==> config.mk <==
export PLATFORM = sky130hd
export DESIGN_NAME = interval_counter
export DESIGN_NICKNAME = d
export VERILOG_FILES = /design/src/rtl/interval_counter.v
export VERILOG_INCLUDE_DIRS = /design/src /design/src/rtl
export SDC_FILE = /design/constraint.sdc
export NUM_CORES = 1
export LEC_CHECK = 0
export ABC_AREA = 1
export BUFFER_PORTS_ARGS = -buffer_cell sky130_fd_sc_hd__buf_4
export CAP_MARGIN = 20
export CORE_UTILIZATION = 45
export DETAILED_ROUTE_END_ITERATION = 8
export PLACE_DENSITY = 0.63
export SLEW_MARGIN = 20
export SYNTH_ARGS = -nofsm -noshare
export SYNTH_HDL_FRONTEND = slang
export SYNTH_SLANG_ARGS = --single-unit
==> constraint.sdc <==
create_clock -name clk_in -period 4.25 [get_ports clk_in]
set_input_delay 0.425 -clock clk_in [delete_from_list [all_inputs] [get_ports clk_in]]
set_output_delay 0.425 -clock clk_in [all_outputs]
set_load 0.1 [all_outputs]
==> src/rtl/interval_counter_consts.vh <==
// Constants for one programmable interval counter channel.
// Assumes inclusion by its bare name from the design file.
`ifndef INTERVAL_COUNTER_CONSTS_VH
`define INTERVAL_COUNTER_CONSTS_VH

// Control byte field positions
`define CTL_CHAN_HI 7
`define CTL_CHAN_LO 6
`define CTL_ACC_HI 5
`define CTL_ACC_LO 4
`define CTL_MODE_HI 3
`define CTL_MODE_LO 1
`define CTL_BCD 0

// Access order codes
`define ACC_LATCH 2'h0
`define ACC_LOW 2'h1
`define ACC_HIGH 2'h2
`define ACC_BOTH 2'h3

// Channel code that is never legal
`define CHAN_ILLEGAL 2'h3

// Operating modes after decoding
`define MODE_TC_INT 3'h0
`define MODE_ONE_SHOT 3'h1
`define MODE_RATE 3'h2
`define MODE_SQUARE 3'h3
`define MODE_SW_STROBE 3'h4
`define MODE_HW_STROBE 3'h5

// Reset values
`define RST_MODE 3'h0
`define RST_ACC 2'h3
`define RST_COUNT 16'h0000

`endif

==> src/rtl/interval_counter.v <==
// One 16-bit down-counter channel with six operating modes.
// Assumes the counter clock and trigger come from pins of another domain;
// the control and count write strobes come from logic on clk_in.
`include "interval_counter_consts.vh"

module interval_counter #(
  parameter [1:0] CHANNEL = 2'h0 // Channel code this counter answers to
) (
  input wire clk_in,
  input wire rst_in,
  input wire ctrl_wr_in,
  input wire [7:0] ctrl_data_in,
  input wire count_wr_in,
  input wire [7:0] count_data_in,
  input wire count_rd_in,
  output reg [7:0] count_rd_data_out,
  input wire count_clk_in,
  input wire gate_in,
  output reg out_out,
  output reg [2:0] mode_out,
  output reg bcd_out,
  output reg [15:0] count_out
);

  // Control state
  reg [1:0] acc_reg; // Access order
  reg [15:0] init_reg; // Count register written by software
  reg byte_sel_reg; // Second byte of a two-byte write is next
  reg rd_sel_reg; // Second byte of a two-byte read is next
  reg [15:0] latch_reg; // Latched count snapshot
  reg latched_reg; // Snapshot holds until read out
  reg loaded_reg; // A count has been written since mode set
  reg load_pend_reg; // Count waits to move into the counter
  reg trig_pend_reg; // Trigger edge waits for the next count clock
  reg run_reg; // Counter is decrementing

  // Three-stage synchronisers for the pin inputs
  reg [2:0] cclk_sync_reg;
  reg [2:0] gate_sync_reg;
  reg cclk_lvl_reg; // Filtered counter clock level
  reg gate_lvl_reg; // Filtered trigger level

  wire cclk_agree = cclk_sync_reg[1] == cclk_sync_reg[2];
  wire gate_agree = gate_sync_reg[1] == gate_sync_reg[2];
  // A level only counts once stages two and three agree
  wire tick = cclk_agree & ~cclk_sync_reg[2] & cclk_lvl_reg;
  wire gate_rise = gate_agree & gate_sync_reg[2] & ~gate_lvl_reg;
  wire gate_hi = gate_lvl_reg;

  // Control byte decode
  wire [1:0] ctl_chan = ctrl_data_in[`CTL_CHAN_HI:`CTL_CHAN_LO];
  wire [1:0] ctl_acc = ctrl_data_in[`CTL_ACC_HI:`CTL_ACC_LO];
  wire [2:0] ctl_mode_raw = ctrl_data_in[`CTL_MODE_HI:`CTL_MODE_LO];
  // Illegal channel code is ignored, as is another channel's byte
  wire ctl_hit = ctrl_wr_in & (ctl_chan == CHANNEL) &
    (ctl_chan != `CHAN_ILLEGAL);
  wire ctl_mode_wr = ctl_hit & (ctl_acc != `ACC_LATCH);
  wire ctl_latch = ctl_hit & (ctl_acc == `ACC_LATCH);
  // Top bit is a don't-care for modes two and three
  wire [2:0] ctl_mode = ctl_mode_raw[1] ?
    {1'b0, ctl_mode_raw[1:0]} : ctl_mode_raw;
  // Word seen by reads: a held snapshot wins over the live count
  wire [15:0] rd_word = latched_reg ? latch_reg : count_out;

  // Count write sequencing
  wire wr_first_of_two = count_wr_in & (acc_reg == `ACC_BOTH) &
    ~byte_sel_reg;
  wire wr_done = count_wr_in & ~wr_first_of_two;
  reg [15:0] new_init;

  always @* begin
    // Assemble the count as the access order asks
    new_init = init_reg;
    case (acc_reg)
      `ACC_LOW: new_init = {8'h00, count_data_in};
      `ACC_HIGH: new_init = {count_data_in, 8'h00};
      `ACC_BOTH: new_init = byte_sel_reg ?
        {count_data_in, init_reg[7:0]} : {init_reg[15:8], count_data_in};
      default: new_init = init_reg;
    endcase
  end

  // Decrement by one in binary or four-decade decimal
  function [15:0] dec1;
    input [15:0] v;
    input bcd;
    integer i;
    reg borrow;
    begin
      dec1 = v - 16'h0001;
      borrow = 1'b1;
      if (bcd) begin
        dec1 = v;
        for (i = 0; i < 4; i = i + 1) begin
          if (borrow) begin
            dec1[4*i +: 4] = (v[4*i +: 4] == 4'h0) ? 4'h9 :
              v[4*i +: 4] - 4'h1;
            borrow = v[4*i +: 4] == 4'h0;
          end
        end
      end
    end
  endfunction

  // Step sizes, chained so decimal counting stays correct
  wire [15:0] ce_m1 = dec1(count_out, bcd_out);
  wire [15:0] ce_m2 = dec1(ce_m1, bcd_out);
  wire [15:0] ce_m3 = dec1(ce_m2, bcd_out);
  // Odd count steps by one while high, three while low
  wire [15:0] sq_next = ~count_out[0] ? ce_m2 :
    (out_out ? ce_m1 : ce_m3);
  // Terminal once the step lands on zero
  wire sq_term = sq_next == 16'h0000;

  // Pin synchronisers; only stages two and three feed logic
  always @(posedge clk_in) begin
    if (rst_in) begin
      cclk_sync_reg <= 3'h0;
      gate_sync_reg <= 3'h0;
      cclk_lvl_reg <= 1'b0;
      gate_lvl_reg <= 1'b0;
    end else begin
      cclk_sync_reg <= {cclk_sync_reg[1:0], count_clk_in};
      gate_sync_reg <= {gate_sync_reg[1:0], gate_in};
      cclk_lvl_reg <= cclk_agree ? cclk_sync_reg[2] : cclk_lvl_reg;
      gate_lvl_reg <= gate_agree ? gate_sync_reg[2] : gate_lvl_reg;
    end
  end

  // Read path: latched snapshot first, else the live count
  always @(posedge clk_in) begin
    if (rst_in) begin
      count_rd_data_out <= 8'h00;
      rd_sel_reg <= 1'b0;
      latch_reg <= `RST_COUNT;
      latched_reg <= 1'b0;
    end else begin
      if (ctl_mode_wr) begin
        rd_sel_reg <= 1'b0;
        latched_reg <= 1'b0;
      end else if (ctl_latch && !latched_reg) begin
        // A second latch before readout is ignored
        latch_reg <= count_out;
        latched_reg <= 1'b1;
      end else if (count_rd_in) begin
        // Reading never disturbs counting in any mode
        if ((acc_reg == `ACC_HIGH) ||
            ((acc_reg == `ACC_BOTH) && rd_sel_reg)) begin
          count_rd_data_out <= rd_word[15:8];
        end else begin
          count_rd_data_out <= rd_word[7:0];
        end
        if (acc_reg == `ACC_BOTH) begin
          rd_sel_reg <= ~rd_sel_reg;
        end
        if ((acc_reg != `ACC_BOTH) || rd_sel_reg) begin
          latched_reg <= 1'b0;
        end
      end
    end
  end

  // Counting engine, then software writes; writes win on overlap
  always @(posedge clk_in) begin
    if (rst_in) begin
      mode_out <= `RST_MODE;
      acc_reg <= `RST_ACC;
      bcd_out <= 1'b0;
      init_reg <= `RST_COUNT;
      count_out <= `RST_COUNT;
      byte_sel_reg <= 1'b0;
      loaded_reg <= 1'b0;
      load_pend_reg <= 1'b0;
      trig_pend_reg <= 1'b0;
      run_reg <= 1'b0;
      out_out <= 1'b1;
    end else begin
      if (tick) begin
        trig_pend_reg <= 1'b0;
        case (mode_out)
          `MODE_TC_INT: begin
            if (load_pend_reg) begin
              count_out <= init_reg;
              load_pend_reg <= 1'b0;
              run_reg <= 1'b1;
              out_out <= 1'b0;
            end else if (run_reg && gate_hi) begin
              count_out <= ce_m1;
              if (count_out == 16'h0001) begin
                out_out <= 1'b1;
              end
            end
          end
          `MODE_ONE_SHOT: begin
            if (trig_pend_reg && loaded_reg) begin
              count_out <= init_reg;
              out_out <= 1'b0;
              run_reg <= 1'b1;
            end else if (run_reg) begin
              count_out <= ce_m1;
              if (count_out == 16'h0001) begin
                out_out <= 1'b1;
                run_reg <= 1'b0;
              end
            end
          end
          `MODE_RATE: begin
            if (!gate_hi) begin
              out_out <= 1'b1;
            end else if (load_pend_reg || (trig_pend_reg && loaded_reg)) begin
              count_out <= init_reg;
              load_pend_reg <= 1'b0;
              run_reg <= 1'b1;
              out_out <= 1'b1;
            end else if (run_reg) begin
              if (count_out == 16'h0001) begin
                // Period ends: pick up the latest count
                count_out <= init_reg;
                out_out <= 1'b1;
              end else begin
                count_out <= ce_m1;
                out_out <= count_out != 16'h0002;
              end
            end
          end
          `MODE_SQUARE: begin
            if (!gate_hi) begin
              out_out <= 1'b1;
            end else if (load_pend_reg || (trig_pend_reg && loaded_reg)) begin
              count_out <= init_reg;
              load_pend_reg <= 1'b0;
              run_reg <= 1'b1;
              out_out <= 1'b1;
            end else if (run_reg) begin
              if (sq_term) begin
                count_out <= init_reg;
                out_out <= ~out_out;
              end else begin
                count_out <= sq_next;
              end
            end
          end
          `MODE_SW_STROBE: begin
            out_out <= 1'b1;
            if (load_pend_reg) begin
              count_out <= init_reg;
              load_pend_reg <= 1'b0;
              run_reg <= 1'b1;
            end else if (run_reg && gate_hi) begin
              count_out <= ce_m1;
              if (count_out == 16'h0001) begin
                out_out <= 1'b0;
                run_reg <= 1'b0;
              end
            end
          end
          `MODE_HW_STROBE: begin
            out_out <= 1'b1;
            if (trig_pend_reg && loaded_reg) begin
              count_out <= init_reg;
              run_reg <= 1'b1;
            end else if (run_reg) begin
              count_out <= ce_m1;
              if (count_out == 16'h0001) begin
                out_out <= 1'b0;
                run_reg <= 1'b0;
              end
            end
          end
          default: run_reg <= 1'b0;
        endcase
      end
      // Low trigger forces modes two and three high without waiting a tick
      if (!gate_hi && mode_out[1]) begin
        out_out <= 1'b1;
      end
      // Trigger edge set wins over the clear at a count clock
      if (gate_rise) begin
        trig_pend_reg <= 1'b1;
      end
      if (ctl_mode_wr) begin
        // Mode set stops counting and sets the idle output level
        mode_out <= ctl_mode;
        acc_reg <= ctl_acc;
        bcd_out <= ctrl_data_in[`CTL_BCD];
        byte_sel_reg <= 1'b0;
        loaded_reg <= 1'b0;
        load_pend_reg <= 1'b0;
        trig_pend_reg <= 1'b0;
        run_reg <= 1'b0;
        out_out <= ctl_mode != `MODE_TC_INT;
      end else if (count_wr_in) begin
        init_reg <= new_init;
        byte_sel_reg <= wr_first_of_two;
        if (wr_first_of_two && (mode_out == `MODE_TC_INT)) begin
          run_reg <= 1'b0;
          load_pend_reg <= 1'b0;
        end
        if (wr_done) begin
          loaded_reg <= 1'b1;
          // Modes one and five wait for a trigger; two and three only
          // take a first load, later counts wait for the period end
          case (mode_out)
            `MODE_TC_INT: load_pend_reg <= 1'b1;
            `MODE_SW_STROBE: load_pend_reg <= 1'b1;
            `MODE_RATE: load_pend_reg <= ~run_reg;
            `MODE_SQUARE: load_pend_reg <= ~run_reg;
            default: load_pend_reg <= 1'b0;
          endcase
        end
      end
    end
  end

endmodule

==> results.cfg <==
[sta]
hold_slack_ps = 287
finalHoldViolations = 0
setup_tns_ps = 0
slew_headroom = 0.591
fmax_ghz = 0.257
finalCritPeriodShare = 0.916
clock_skew_ps = 10.3
final.min_clock_period_ps = 3890
finalSetupViolCount = 0
tightest_slew_ps = 613
finalMaxSlewViolations = 0

[setup_path]
path_class = register to register
timing.rr.start = count_out[0]
cp.required_ps = 4460
path_delay_family = simple AND/OR/NAND/NOR gates
cpPeakStageDelay_ps = 360
critPathSlowestCell = dfxtp_4
r2r-end = out_out
crit_start = count_out[0]
rrSetupSlack_ps = 360
endpoint_kind = register
critPathMaxFanout = 10
endpoint = out_out
worst-path-buf-inv = 4
arrival_ps = 4100
critical_path.startpoint_type = register
cp.depth = 28
r2r_cells = 28

[clocking]
clock_path_buffers = 2
path_clk_slew_ps = 60
cts_root_buffer = clkbuf_16
cts_sinks = 78
cts_tree = yes
hold_buffers = 0
numCtsBuffers = 9
clkLatencyLatePin_ps = 340
cts_max_level = 3

[grt]
antenna_found_initial = 0
grt_usage = 0.315
grt_overflow = 0
grt_pass1_wl_mm = 40.1
grt_pass1_vias = 7575
grt_max_degree = 38

[synth]
synth_fa_ha_area_frac = 0.0194
muxShareOfSynthArea = 0
ys_seq_elements = 78
yosysTopAreaCell = dfxtp_1
syn_avg_cell_area_sq_um = 5.82
synth_top_area_frac = 0.220
syn_nets = 1255
yosys-top-cells-area = dfxtp_1 22%, nand2_1 16%, nand3_1 8.8%
yosys.cell_types.count = 49
synth-main-ff-cell = dfxtp_1
synth_xor_area_frac = 0.00758
synth_area_sq_mm = 0.00710
synthCells = 1221
ys_warn_count = 0
seq_area_frac_synth = 0.220
synth_top_family_by_area = simple AND/OR/NAND/NOR gates
synth_compound_area_frac = 0.218
synth_edf_count = 0
synth_async_sr_flop_share = 0
yosys.area_share.simple = 0.425

[power_and_ir_drop]
cellPowerDensity_mw_per_mm2 = 259
ir_drop_mv = 0.277
power_leakage_nw = 3.89

[placement]
place_area_sq_mm = 0.00772
io_buffers = 51
place_hpwl_mm = 18.9
globalplace.congestion = 0.938

[outcome]
run_status = finished, final reports clean

[floorplan]
dieArea_sq_mm = 0.0163
die_w_um = 128
io_pins = 52
coreArea_sq_mm = 0.0153
rows = 45
start_util = 0.464
die_h_um = 128

[cells_and_area]
layout_common_cells = 295 x nand2_1, 129 x inv_1, 125 x nand3_1
fin_nets = 1298
drive_gt1_frac = 0.164
num_antenna_cells = 0
utilization = 0.532
final_area_sq_mm = 0.00815
final_common_cell = nand2_1
area_growth_pct = 14.8

[detailed_routing]
totalWireLength_mm = 25.1
drc = 0
viasPerCell = 5.61
ant_nets = 0
first_pass_iters = 5
vias = 8292
dr.first_iter.drc_count = 788
wire_per_inst_um = 17.0

[flow_run]
cap_viol_max_count = 0

[min_path]
hp-start = gate_in
hold_path.class = input port to register
[per-stage QoR]
stage	std cells	total power, mW	worst slack (ps)
2_1_floorplan	1221	1.19	174
3_5_place_dp	1455	1.34	112
4_1_cts	1470	2.11	97.5
6_report	1479	2.11	356
5_1_grt	1479	2.21	-8.54
3_3_place_gp	1455	1.34	188
[tightest hold or removal path: cells and delay by family]
family | cells | cell delay [ps]
and+or+nand+nor | 1 | 60
buffers and inverters | 2 | 100
[synth_stat cells (5+ instances only)]
master and number:
nand2_2 28, nand2_4 8, ha_1 11, nor2_4 9, nand3_2 10, nor2_1 114
inv_2 15, clkbuf_1 39, inv_1 129, dfxtp_1 78, o21ai_1 6, nand4_1 19
a21oi_2 5, o21ai_0 118, nor2_2 8, a21oi_1 124, nand2_1 299, buf_2 7
o22ai_1 6, a211oi_1 11, nand3_1 125, nor3_1 7
[kinds of logic (layout without fill, tap and decap cells)]
logic type,count (synthesis),in the layout
fa+ha+maj,11,11
compound gates,288,288
xor+xnor,4,4
flops,78,78
simple gates,640,640
buf+inv,200,247
[what timing repair did]
action | CTS | global route
resized for setup | 0 | 17
buffers inserted | 0 | 8
setup endpoints to repair | 0 | 17
[worst min path at each step]
| stage | endpoint | slack (ps) | cells past startpoint |
|---|---|---|---|
| after global placement | cclk_sync_reg[1] | 400 | 2 |
| after global routing | cclk_sync_reg[0] | 290 | 3 |
| after floorplan | cclk_sync_reg[1] | 390 | 2 |
| after detailed placement | cclk_sync_reg[1] | 400 | 2 |
| after CTS | gate_sync_reg[0] | 290 | 3 |
| final | gate_sync_reg[0] | 290 | 3 |
[power breakdown]
group / internal (mW) / total (mW) / switching, mW
Combinational: 0.161 / 0.559 / 0.398
Sequential: 0.762 / 0.789 / 0.0274
Clock: 0.453 / 0.765 / 0.312
Total: 1.38 / 2.11 / 0.737
[cell type report]
type / instances / area, sq um
inverters: 148 / 556
repair buffers: 84 / 656
fillers: 1672 / 7160
well taps: 211 / 264
multi-input cells: 943 / 4820
clock buffers: 10 / 229
clock inverters: 5 / 57.6
flip-flops and latches: 78 / 1570
[per-layer routing]
metal	part of all wire	track usage
met5	0	0
met4	0.039	0.142
met3	0.068	0.0465
met2	0.44	0.491
met1	0.45	0.430
Note: power is estimated with default switching activity, not from simulation.
